--- src/rtl/siw_cfg.svh ---
// How it works
// - memory is 64 words of 8 bits
// - image fetched from page 16, address 0x800
// - slave ready low holds the access phase
// - ram enables decoded from select, enable, direction
// - ready adds one wait state on reads
// - bus wrapper owns both ram ports while loading
// - first port reads, second writes, both clocked
// - port select hands both ports to user
// - port select also driven out for debug
// - switch right after last address is written
// - init complete low until the last address (0x3f) is written
// - after completion user inputs reach the ram
// - fabric master copies every store word into ram
// - fabric master holds address while bus not ready
// - read data captured only with bus ready
`ifndef SIW_CFG_SVH
`define SIW_CFG_SVH

// memory geometry
`define SIW_DATA_W       8
`define SIW_ADDR_W       6
`define SIW_LAST_ADDR    6'h3f
// nonvolatile image location
`define SIW_STORE_PAGE   16
`define SIW_STORE_BASE   32'h0000_0800
// ahb-lite encodings
`define SIW_HTRANS_IDLE  2'h0
`define SIW_HTRANS_NSEQ  2'h2
`define SIW_HSIZE_BYTE   3'h0
// register port map
`define SIW_REG_AW       4
`define SIW_REG_CTRL     4'h0
`define SIW_REG_STATUS   4'h4
// control fields and reset value
`define SIW_CTRL_MODE    0
`define SIW_CTRL_MODE_RST 1'h1
// status fields
`define SIW_ST_DONE      0
`define SIW_ST_SEL       1
`define SIW_ST_BUSY      2
`define SIW_ST_RESP_LO   3
`define SIW_ST_MODE      5
`define SIW_ST_IDX_LO    8

`endif

--- src/rtl/siw_pkg.sv ---
`include "siw_cfg.svh"
package siw_pkg;
	// fabric master sequence
	typedef enum logic [2:0] {
		FM_IDLE,
		FM_ADDR,
		FM_DATA,
		FM_SETUP,
		FM_ACCESS,
		FM_DONE
	} siw_fm_state_t;

	// one apb request toward the wrapper
	typedef struct packed {
		logic                   sel;
		logic                   enable;
		logic                   write;
		logic [`SIW_ADDR_W-1:0] addr;
		logic [`SIW_DATA_W-1:0] wdata;
	} siw_apb_t;

	// ram port pair: read port then write port
	typedef struct packed {
		logic                   ren;
		logic [`SIW_ADDR_W-1:0] raddr;
		logic                   we;
		logic [`SIW_ADDR_W-1:0] waddr;
		logic [`SIW_DATA_W-1:0] wdata;
	} siw_ram_t;

	// whole state of the loader
	typedef struct packed {
		siw_fm_state_t          fm;
		logic [`SIW_ADDR_W-1:0] idx;
		logic [`SIW_DATA_W-1:0] byte_q;
		logic [1:0]             resp;
		logic                   rd_wait;
		logic                   sel_user;
		logic                   mode;
		logic [31:0]            reg_rdata;
	} siw_state_t;
endpackage

--- src/rtl/sram_init_bus_wrapper.sv ---
`timescale 1ns/1ps
`include "siw_cfg.svh"
module siw_sram_init_bus_wrapper
	import siw_pkg::*;
(
	input  wire logic                   ref_clk_i,
	input  wire logic                   rst_n_i,
	// register port
	input  wire logic [`SIW_REG_AW-1:0] reg_addr_i,
	input  wire logic [31:0]            reg_wdata_i,
	input  wire logic                   reg_wr_i,
	input  wire logic                   reg_rd_i,
	output logic [31:0]                 reg_rdata_o,
	// external apb3 slave port
	input  wire logic                   psel_i,
	input  wire logic                   penable_i,
	input  wire logic                   pwrite_i,
	input  wire logic [`SIW_ADDR_W-1:0] paddr_i,
	input  wire logic [`SIW_DATA_W-1:0] pwdata_i,
	output logic [`SIW_DATA_W-1:0]      prdata_o,
	output logic                        pready_o,
	// ahb-lite master toward the nonvolatile store
	output logic [31:0]                 haddr_o,
	output logic [1:0]                  htrans_o,
	output logic                        hwrite_o,
	output logic [2:0]                  hsize_o,
	output logic [31:0]                 hwdata_o,
	input  wire logic [31:0]            hrdata_i,
	input  wire logic                   hready_i,
	input  wire logic                   hresp_i,
	// user ram ports
	input  wire logic                   user_ren_i,
	input  wire logic [`SIW_ADDR_W-1:0] user_raddr_i,
	output logic [`SIW_DATA_W-1:0]      user_rdata_o,
	input  wire logic                   user_wen_i,
	input  wire logic [`SIW_ADDR_W-1:0] user_waddr_i,
	input  wire logic [`SIW_DATA_W-1:0] user_wdata_i,
	// status
	output logic                        init_complete_o,
	output logic                        user_port_select_o,
	output logic                        ram_loaded_flag_o,
	output logic                        ahb_busy_o,
	output logic [1:0]                  master_error_response_o
);
	siw_state_t st;         // registered state
	siw_state_t next_st;    // next state
	siw_apb_t   int_apb;    // request from the fabric master
	siw_apb_t   bus;        // request seen by the wrapper
	siw_ram_t   ram;        // ports into the memory
	logic [`SIW_DATA_W-1:0] ram_rdata; // registered read data
	logic       wr_hit;     // decoded ram write
	logic       rd_hit;     // decoded ram read
	logic       bus_pready; // wrapper ready
	logic [7:0] store_byte; // selected byte lane of hrdata

	////////////////////////////////////////////////////////////////
	// register bank decode, used by write and read paths
	function automatic logic is_reg(input logic [`SIW_REG_AW-1:0] a, input logic [`SIW_REG_AW-1:0] o);
		is_reg = (a == o);
	endfunction

	////////////////////////////////////////////////////////////////
	// internal apb request from the fabric master
	always_comb begin
		int_apb        = '0;
		int_apb.addr   = st.idx;
		int_apb.wdata  = st.byte_q;
		int_apb.write  = 1'b1;
		// setup for one clock, then access with fields unchanged
		int_apb.sel    = (st.fm == FM_SETUP) || (st.fm == FM_ACCESS);
		int_apb.enable = (st.fm == FM_ACCESS);
	end

	// wrapper listens to the fabric master or the outside port
	assign bus = st.mode ? int_apb : siw_apb_t'{sel: psel_i, enable: penable_i, write: pwrite_i,
		addr: paddr_i, wdata: pwdata_i};

	////////////////////////////////////////////////////////////////
	// apb3 wrapper decode, only while loading
	assign wr_hit = bus.sel && bus.enable && bus.write && !st.sel_user;
	assign rd_hit = bus.sel && bus.enable && !bus.write && !st.sel_user;
	// reads wait one cycle for the clocked ram output
	assign bus_pready = rd_hit ? st.rd_wait : 1'b1;

	// outside port answer; while fabric master owns the bus it sees ready and zeros
	assign pready_o = st.mode ? 1'b1 : bus_pready;
	// after the switch a bus read returns zeros
	assign prdata_o = (!st.mode && rd_hit) ? ram_rdata : '0;

	////////////////////////////////////////////////////////////////
	// port mux: wrapper while loading, user after the switch
	always_comb begin
		if (st.sel_user) begin
			// user owns both ports
			ram.ren   = user_ren_i;
			ram.raddr = user_raddr_i;
			ram.we    = user_wen_i;
			ram.waddr = user_waddr_i;
			ram.wdata = user_wdata_i;
		end else begin
			// first port serves bus reads, second bus writes
			ram.ren   = rd_hit;
			ram.raddr = bus.addr;
			ram.we    = wr_hit;
			ram.waddr = bus.addr;
			ram.wdata = bus.wdata;
		end
	end

	// 64 x 8 two-port memory
	siw_ram64x8 u_ram (
		.ref_clk_i (ref_clk_i),
		.port_i    (ram),
		.rdata_o   (ram_rdata)
	);

	// user sees data only once it owns the ram
	assign user_rdata_o = st.sel_user ? ram_rdata : '0;

	////////////////////////////////////////////////////////////////
	// ahb-lite master drive, read-only byte fetches
	assign htrans_o = (st.fm == FM_ADDR) ? `SIW_HTRANS_NSEQ : `SIW_HTRANS_IDLE;
	assign haddr_o  = `SIW_STORE_BASE + {26'h0, st.idx};
	assign hwrite_o = 1'b0;
	assign hsize_o  = `SIW_HSIZE_BYTE;
	assign hwdata_o = '0; // constant, so stable in any extended phase
	assign store_byte = hrdata_i[{haddr_o[1:0], 3'h0} +: 8];

	////////////////////////////////////////////////////////////////
	// status outputs
	assign init_complete_o         = st.sel_user;
	assign user_port_select_o      = st.sel_user;
	assign ram_loaded_flag_o       = st.sel_user;
	assign ahb_busy_o              = (st.fm != FM_IDLE) && (st.fm != FM_DONE);
	assign master_error_response_o = st.resp;
	assign reg_rdata_o             = st.reg_rdata;

	////////////////////////////////////////////////////////////////
	// next state
	always_comb begin
		next_st = st;
		// read data stand for one cycle only
		next_st.reg_rdata = '0;
		if (reg_rd_i) begin
			if (is_reg(reg_addr_i, `SIW_REG_CTRL)) begin
				next_st.reg_rdata[`SIW_CTRL_MODE] = st.mode;
			end else if (is_reg(reg_addr_i, `SIW_REG_STATUS)) begin
				next_st.reg_rdata[`SIW_ST_DONE]                  = st.sel_user;
				next_st.reg_rdata[`SIW_ST_SEL]                   = st.sel_user;
				next_st.reg_rdata[`SIW_ST_BUSY]                  = ahb_busy_o;
				next_st.reg_rdata[`SIW_ST_RESP_LO+:2]            = st.resp;
				next_st.reg_rdata[`SIW_ST_MODE]                  = st.mode;
				next_st.reg_rdata[`SIW_ST_IDX_LO+:`SIW_ADDR_W]   = st.idx;
			end
		end
		// mode may change only while the fabric master is idle, before the switch
		if (reg_wr_i && is_reg(reg_addr_i, `SIW_REG_CTRL) && (st.fm == FM_IDLE) && !st.sel_user) begin
			next_st.mode = reg_wdata_i[`SIW_CTRL_MODE];
		end

		// read wait flag: first access cycle low ready, second high
		next_st.rd_wait = rd_hit && !st.rd_wait;

		// switch right after the last address is written, then sticky
		if (wr_hit && (bus.addr == `SIW_LAST_ADDR)) begin
			next_st.sel_user = 1'b1;
		end

		// fabric master sequence
		case (st.fm)
			FM_IDLE: begin
				if (next_st.mode && !st.sel_user) begin // a mode write on this edge keeps it parked
					next_st.fm = FM_ADDR;
				end
			end
			FM_ADDR: begin
				// address phase stands until hready accepts it
				if (hready_i) begin
					next_st.fm = FM_DATA;
				end
			end
			FM_DATA: begin
				// capture only on the ready cycle of the data phase
				if (hready_i) begin
					next_st.byte_q = store_byte;
					next_st.resp   = {1'b0, hresp_i};
					next_st.fm     = FM_SETUP;
				end
			end
			FM_SETUP: begin
				next_st.fm = FM_ACCESS;
			end
			FM_ACCESS: begin
				// held while ready is low, then next word or done
				if (bus_pready) begin
					if (st.idx == `SIW_LAST_ADDR) begin
						next_st.fm = FM_DONE;
					end else begin
						next_st.idx = st.idx + 6'h01;
						next_st.fm  = FM_ADDR;
					end
				end
			end
			FM_DONE: begin
				next_st.fm = FM_DONE;
			end
			default: begin
				next_st.fm = FM_IDLE;
			end
		endcase
	end

	////////////////////////////////////////////////////////////////
	// state register; reset restarts from address zero
	always_ff @(posedge ref_clk_i or negedge rst_n_i) begin
		if (!rst_n_i) begin
			st          <= '0;
			st.fm       <= FM_IDLE;
			st.mode     <= `SIW_CTRL_MODE_RST;
		end else begin
			st <= next_st;
		end
	end
endmodule

--- src/rtl/siw_ram64x8.sv ---
`timescale 1ns/1ps
`include "siw_cfg.svh"
module siw_ram64x8
	import siw_pkg::*;
(
	input  wire logic                   ref_clk_i,
	input  wire siw_ram_t               port_i,
	output logic [`SIW_DATA_W-1:0]      rdata_o
);
	// storage array, no reset on contents
	logic [`SIW_DATA_W-1:0] mem [0:(1<<`SIW_ADDR_W)-1];

	////////////////////////////////////////////////////////////////
	// second port: clocked write
	always_ff @(posedge ref_clk_i) begin
		if (port_i.we) begin
			mem[port_i.waddr] <= port_i.wdata;
		end
	end

	////////////////////////////////////////////////////////////////
	// first port: clocked read, data held from a register
	always_ff @(posedge ref_clk_i) begin
		if (port_i.ren) begin
			rdata_o <= mem[port_i.raddr];
		end
	end
endmodule

--- config.mk ---
export PLATFORM = sky130hd
export DESIGN_NAME = siw_sram_init_bus_wrapper
export DESIGN_NICKNAME = d
export VERILOG_FILES = /design/src/rtl/siw_pkg.sv /design/src/rtl/sram_init_bus_wrapper.sv /design/src/rtl/siw_ram64x8.sv
export VERILOG_INCLUDE_DIRS = /design/src /design/src/rtl
export SDC_FILE = /design/constraint.sdc
export NUM_CORES = 1
export LEC_CHECK = 0
export BUFFER_PORTS_ARGS = -buffer_cell sky130_fd_sc_hd__buf_2
export CORE_UTILIZATION = 50
export DETAILED_ROUTE_END_ITERATION = 10
export PLACE_DENSITY_LB_ADDON = 0.08
export SLEW_MARGIN = 25
export SYNTH_ARGS = -nofsm -noshare
export SYNTH_HDL_FRONTEND = slang
export SYNTH_HIERARCHICAL = 1
export SYNTH_SLANG_ARGS = --single-unit
--- constraint.sdc ---
create_clock -name ref_clk_i -period 8.2 [get_ports ref_clk_i]
set_input_delay 0.82 -clock ref_clk_i [delete_from_list [all_inputs] [get_ports ref_clk_i]]
set_output_delay 0.82 -clock ref_clk_i [all_outputs]
set_load 0.05 [all_outputs]
==> results of run 1 <==
-- worst reg2reg max path: stages, from the launching register on --
cell and delay (ns):
dfstp_2 0.95, a211oi_1 0.26, a21oi_4 0.60, buf_12 0.69
mux4_2 0.71, nor2b_1 0.14, a2111oi_0 0.70, o41ai_1 0.23
-- per-stage QoR --
step                      cell area (sq um)  total power, mW
final                                 25700             5.92
after global routing                  25700             6.10
after CTS                             25700             5.97
after detailed placement              24000             3.58
after global placement                23900             3.57
after floorplan                       23400             3.49
-- final cells by class --
cell class	instances	area, sq um
Tap cell	600	751
Clock inverter	34	295
Timing Repair Buffer	141	781
Multi-Input combinational cell	603	5950
Fill cell	3494	19800
Clock buffer	65	1410
Inverter	15	56.3
Sequential cell	552	16400
-- routing by layer --
layer,vias up,wire length [um]
li1,5028,-
met1,5970,22200
met2,476,24200
met3,77,3530
met4,0,1270
met5,-,0
-- sequential cells by signal (all words and copies together), names as in the netlist --
register / cells
u_ram/mem: 512
reg_rdata_o: 11
u_ram/rdata_o: 8
init_complete_o: 1
int_apb: 14
master_error_response_o: 1
st: 5
-- where the power goes --
part	switching (mW)	total, mW	leakage (nW)	internal [mW]
Sequential	0.00683	3.11	5.11	3.10
Clock	1.02	2.41	0.852	1.38
Combinational	0.286	0.406	2.73	0.120
-- cell families (layout without fill, tap and decap cells) --
| kind of cell | count (synthesis) | after routing | share of synthesized area |
|---|---|---|---|
| flops | 552 | 552 | 0.710 |
| other cells | 2 | 85 | 0.000325 |
| buf+inv | 186 | 255 | 0.0533 |
| fa+ha+maj | 1 | 1 | 0.000541 |
| xor+xnor | 5 | 5 | 0.00189 |
| mux | 193 | 193 | 0.157 |
| simple gates | 227 | 227 | 0.0490 |
| compound gates | 92 | 92 | 0.0279 |
-- worst paths after layout --
check,startpoint,to,slack (ns),cells past startpoint
worst max-delay path,st[32]$_DFF_PN1_,u_ram/rdata_o[5]$_DFFE_PP_,3.63,7
worst min register to register,int_apb[7]$_DFFE_PN0P_,int_apb[7]$_DFFE_PN0P_,0.50,1
max in group asynchronous,rst_n_i,init_complete_o$_DFFE_PN0P_,7.39,1
worst max register to register,st[32]$_DFF_PN1_,u_ram/rdata_o[5]$_DFFE_PP_,3.63,7
worst min-delay path,rst_n_i,st[53]$_DFFE_PN0P_,0.29,1
min in group ref_clk_i,reg_rd_i,reg_rdata_o[0]$_DFF_PN0_,0.46,3
-- synthesized netlist by cell type, types with 11 or more instances --
| cell | n |
|---|---|
| nor2_1 | 87 |
| mux2_2 | 24 |
| mux2i_1 | 34 |
| o21ai_0 | 14 |
| nor3_1 | 11 |
| a21oi_1 | 17 |
| inv_1 | 15 |
| buf_4 | 118 |
| clkbuf_1 | 22 |
| mux4_2 | 134 |
| and2_1 | 27 |
| buf_2 | 18 |
| nor2b_1 | 20 |
| edfxtp_1 | 520 |
| nand2_1 | 32 |
| dfrtp_1 | 31 |
| nand3_1 | 17 |
==> flow_summary.json, run 1 <==
{
  "status": "completed",
  "yosys.cell_types.count": 54,
  "initial_core_util": 0.509,
  "drt-pass1-iter-count": 5,
  "crit_slowest_cell": "dfstp_2",
  "htreeDepth": 2,
  "path_class": "reg -> reg",
  "drtIter0Drc": 1002,
  "grt_pass1_vias": 11535,
  "rsz0062_at_grt": "false",
  "area_delta_synth_final_pct": 11.0,
  "final_common_cell": "edfxtp_1",
  "antenna_found_initial": 0,
  "cts_root_buf": "clkbuf_16",
  "finalSetupViolCount": 0,
  "tightest_slew_ns": 1.11,
  "whs_ns": 0.295,
  "drc": 0,
  "fin_crit_ns": 4.57,
  "vias": 11551,
  "period_share": 0.557,
  "hold_viol_final": 0,
  "seq_area_frac_synth": 0.710,
  "clock_path_buffers": 3,
  "most-common-layout-cells": "edfxtp_1, mux4_2, buf_2",
  "cp_max_fo": 106,
  "met2_usage": 0.346,
  "maxCapViolations": 0,
  "place_inst": 1911,
  "syn_inst": 1258,
  "setup_tns_ns": 0,
  "slew_violations": 0,
  "cts_hold_buf": 0,
  "crit_buf_inv": 1,
  "yosys_warnings": 6,
  "fp.dieH_um": 217,
  "clk_latency_ns": 0.61,
  "use_met1": 0.317,
  "cp_top_family": "compound AO/OA/AOI/OAI gates",
  "cpPeakStageDelay_ns": 0.95,
  "grt.busiest_layer": "met2",
  "critical_path_arrival_ns": 4.87,
  "fin_nets": 1481,
  "ys.flop_type": "edfxtp_1",
  "synth_edf_count": 520,
  "async_reset_ff_frac": 0.0580,
  "ir_drop_mv": 0.126,
  "cp-start-kind": "flop",
  "grt_start_max_net_pins": 107,
  "core-area_sq_um": 45500,
  "syn_area_sq_um": 23100,
  "setup_slack_ns": 3.63,
  "crit_required_ns": 8.51,
  "die-width_um": 217,
  "crit_path_cell_trace": "a211oi_1 -> a21oi_4 -> buf_12 -> mux4_2 -> nor2b_1 -> a2111oi_0 -> o41ai_1",
  "cts_inserted_buffers": 54,
  "synth.largest_area_cell": "edfxtp_1",
  "synth_top_area_frac": 0.675,
  "routed_via_density": 5.75,
  "syn_area_per_cell_sq_um": 18.4,
  "grt_pass1_wl_mm": 75.5,
  "globalplace.congestion": 0.814,
  "post_cts_buffers": 0,
  "io_buffers": 121,
  "wl_per_cell_um": 25.4,
  "max_slew_margin": 0.259,
  "dieArea_sq_um": 47100,
  "final_core_util": 0.564,
  "cts.clk_slew.worst_paths_ns": 0.06,
  "p_per_area_nw_per_um2": 231,
  "ant_nets": 0,
  "gr-total-overflow": 0,
  "drive_gt1_frac": 0.287,
  "synthTopCellsByArea": "edfxtp_1, mux4_2, buf_4, dfrtp_1, mux2i_1",
  "fmax_ghz": 0.219,
  "drt_wl_total_mm": 51.1,
  "synth-seq-cells": 552,
  "dp_hpwl_mm": 30.7,
  "pin_count": 238,
  "cts_tree": "done",
  "dp_slack_ns": 3.61,
  "cts.sinks": 552,
  "setup.worst_path.end_class": "flop",
  "grt_util_met3": 0.0435,
  "hold_class": "in -> async",
  "grt_use_total": 0.222,
  "fin_skew_ns": 0.0256,
  "finalNonFillerCells": 2010,
  "num_rows": 78,
  "cts_resized": 0,
  "p_leak_nw": 8.69,
  "n_antenna_cell": 0
}
No activity file was read; power rests on OpenSTA's default activity.
==> run 2, diff against run 1 <==
==> constraint.sdc (replaced) <==
create_clock -name ref_clk_i -period 3.9 [get_ports ref_clk_i]
set_input_delay 0.39 -clock ref_clk_i [delete_from_list [all_inputs] [get_ports ref_clk_i]]
set_output_delay 0.39 -clock ref_clk_i [all_outputs]
set_load 0.05 [all_outputs]
==> run 2 against run 1 <==
Net effect: utilization increased by 1.8 points; via count increased by 3.4%; flip-flop and latch count unchanged; clock-buffer cell count increased by 6; non-clock buffer count increased by 99; highest routed layer unchanged.
==> flow_summary.json, run 2 (synthesized netlist as in run 1, its figures left out) <==
{
  "setup_tns_ns": 0,
  "drive_gt1_frac": 0.329,
  "core-area_sq_um": 45500,
  "pin_count": 238,
  "fmax_ghz": 0.281,
  "setup.worst_path.end_class": "flop",
  "most-common-layout-cells": "edfxtp_1, mux4_2, buf_2",
  "dieArea_sq_um": 47100,
  "fill_cells": 3431,
  "reg2reg_from": "st[32]$_DFF_PN1_",
  "io_buffers": 121,
  "path_class": "reg -> reg",
  "maxCapViolations": 0,
  "crit_required_ns": 4.27,
  "max_slew_margin": 0.293,
  "reg2reg_depth": 10,
  "hold_path_depth": 2,
  "r2r-end": "u_ram/rdata_o[4]$_DFFE_PP_",
  "grt_pass1_wl_mm": 77.3,
  "cts_inserted_buffers": 55,
  "ant_nets": 0,
  "fin_skew_ns": 0.0206,
  "largest_reg_flops": 512,
  "drt_wl_total_mm": 52.4,
  "ir_drop_mv": 0.373,
  "cts.clk_slew.worst_paths_ns": 0.06,
  "p_leak_nw": 9.22,
  "cp_max_fo": 41,
  "grt_start_max_net_pins": 65,
  "dp_slack_ns": 0.403,
  "fp.dieH_um": 217,
  "drtIter0Drc": 1221,
  "drc": 0,
  "htreeDepth": 2,
  "clock_path_buffers": 3,
  "critical_path_arrival_ns": 3.93,
  "top_register": "u_ram/mem",
  "status": "completed",
  "slew_violations": 0,
  "hold_end": "st[32]$_DFF_PN1_",
  "hold_class": "in -> reg",
  "wl_per_cell_um": 24.9,
  "cts_tree": "done",
  "drt-pass1-iter-count": 7,
  "cts.sinks": 552,
  "min_from": "reg_wdata_i[0]",
  "finalSetupViolCount": 0,
  "cts_root_buf": "clkbuf_16",
  "p_per_area_nw_per_um2": 466,
  "grt_use_total": 0.228,
  "vias": 11941,
  "regToRegSetupSlack_ns": 0.35,
  "fin_crit_ns": 3.55,
  "period_share": 0.912,
  "grt_pass1_vias": 11809,
  "antenna_found_initial": 0,
  "initial_core_util": 0.509,
  "fin_nets": 1581,
  "die-width_um": 217,
  "cp-start-kind": "flop",
  "routed_via_density": 5.67,
  "gr-total-overflow": 0,
  "rsz0062_at_grt": "false",
  "n_antenna_cell": 0,
  "setup_slack_ns": 0.345,
  "hold_viol_final": 0,
  "final_common_cell": "edfxtp_1",
  "seq_area_sq_um": 16400,
  "cts_resized": 0,
  "multiInputGateArea_sq_um": 5940,
  "num_rows": 78,
  "globalplace.congestion": 0.827,
  "dp_hpwl_mm": 33.4,
  "clk_latency_ns": 0.60,
  "tightest_slew_ns": 1.06,
  "area_delta_synth_final_pct": 14.5
}
-- run 2: cell count changes in the layout (fill, tap and decap cells not counted) --
cell and delta:
a21oi_2 -3, clkinv_8 +1, clkbuf_16 +1, buf_16 +3
clkbuf_8 +5, buf_12 +5, a21oi_1 +3, clkinv_2 -7
buf_4 +89, dlygate4sd3_1 +2, bufinv_16 -4
-- run 2: worst max-delay path: stages (launching register included) --
cell      delay [ns]
dfstp_2         0.68
buf_4           0.22
nor2b_1         0.06
a211oi_1        0.41
a21oi_4         0.11
buf_12          0.23
nand2b_1        0.42
a211oi_1        0.11
nor4_1          0.51
nor3_1          0.18
o32ai_1         0.39
-- run 2: worst max path at each step --
stage          cells after the start  slack (ns)                          to              from
2_1_floorplan                      4        0.72   u_ram/mem[0][0]$_DFFE_PP_  st[32]$_DFF_PN1_
3_3_place_gp                      10        0.40  u_ram/rdata_o[4]$_DFFE_PP_  st[32]$_DFF_PN1_
3_5_place_dp                      10        0.40  u_ram/rdata_o[4]$_DFFE_PP_  st[32]$_DFF_PN1_
4_1_cts                           10        0.35  u_ram/rdata_o[4]$_DFFE_PP_  st[32]$_DFF_PN1_
5_1_grt                           10        0.12  u_ram/rdata_o[4]$_DFFE_PP_  st[32]$_DFF_PN1_
6_report                          10        0.35  u_ram/rdata_o[4]$_DFFE_PP_  st[32]$_DFF_PN1_
-- run 2: where the power goes --
part           switching (mW)  leakage (nW)  total [mW]  internal (mW)
sequential             0.0128          5.11        6.53           6.52
combinational           0.617          3.29       0.903          0.286
clock                    2.14         0.823        4.91           2.77
-- run 2: routing by layer --
metal  global-route usage  vias to the layer above  share of wire
met5                    0                        -              0
met4               0.0843                        0          0.032
met3               0.0404                       92          0.069
met2                0.362                      473           0.48
met1                0.318                     6150           0.42
li1                     -                     5226              -
-- run 2: metrics by stage --
stage	instances	utilization	cell area (sq um)	hold slack (ns)	total power, mW
floorplan	1341	-	23400	0.0944	7.34
global placement	2005	0.543	24700	0.482	7.55
detailed placement	2007	0.545	24800	0.496	7.56
CTS	2104	0.582	26500	0.00974	12.5
global route	2105	0.582	26500	0.0323	12.7
finish	2105	0.582	26500	0.0428	12.3
-- run 2: final cells by class --
class	count	area share
sequential	552	0.620
multi-input combinational	603	0.224
timing repair buffer	240	0.0624
clock buffer	71	0.0569
tap	600	0.0283
clock inverter	24	0.00591
inverter	15	0.00213
-- run 2: what timing repair did --
action                                 4_1_cts  5_1_grt
endpoints found under the hold margin       32        0
hold buffers                                 2        0
buffers inserted                             0        0
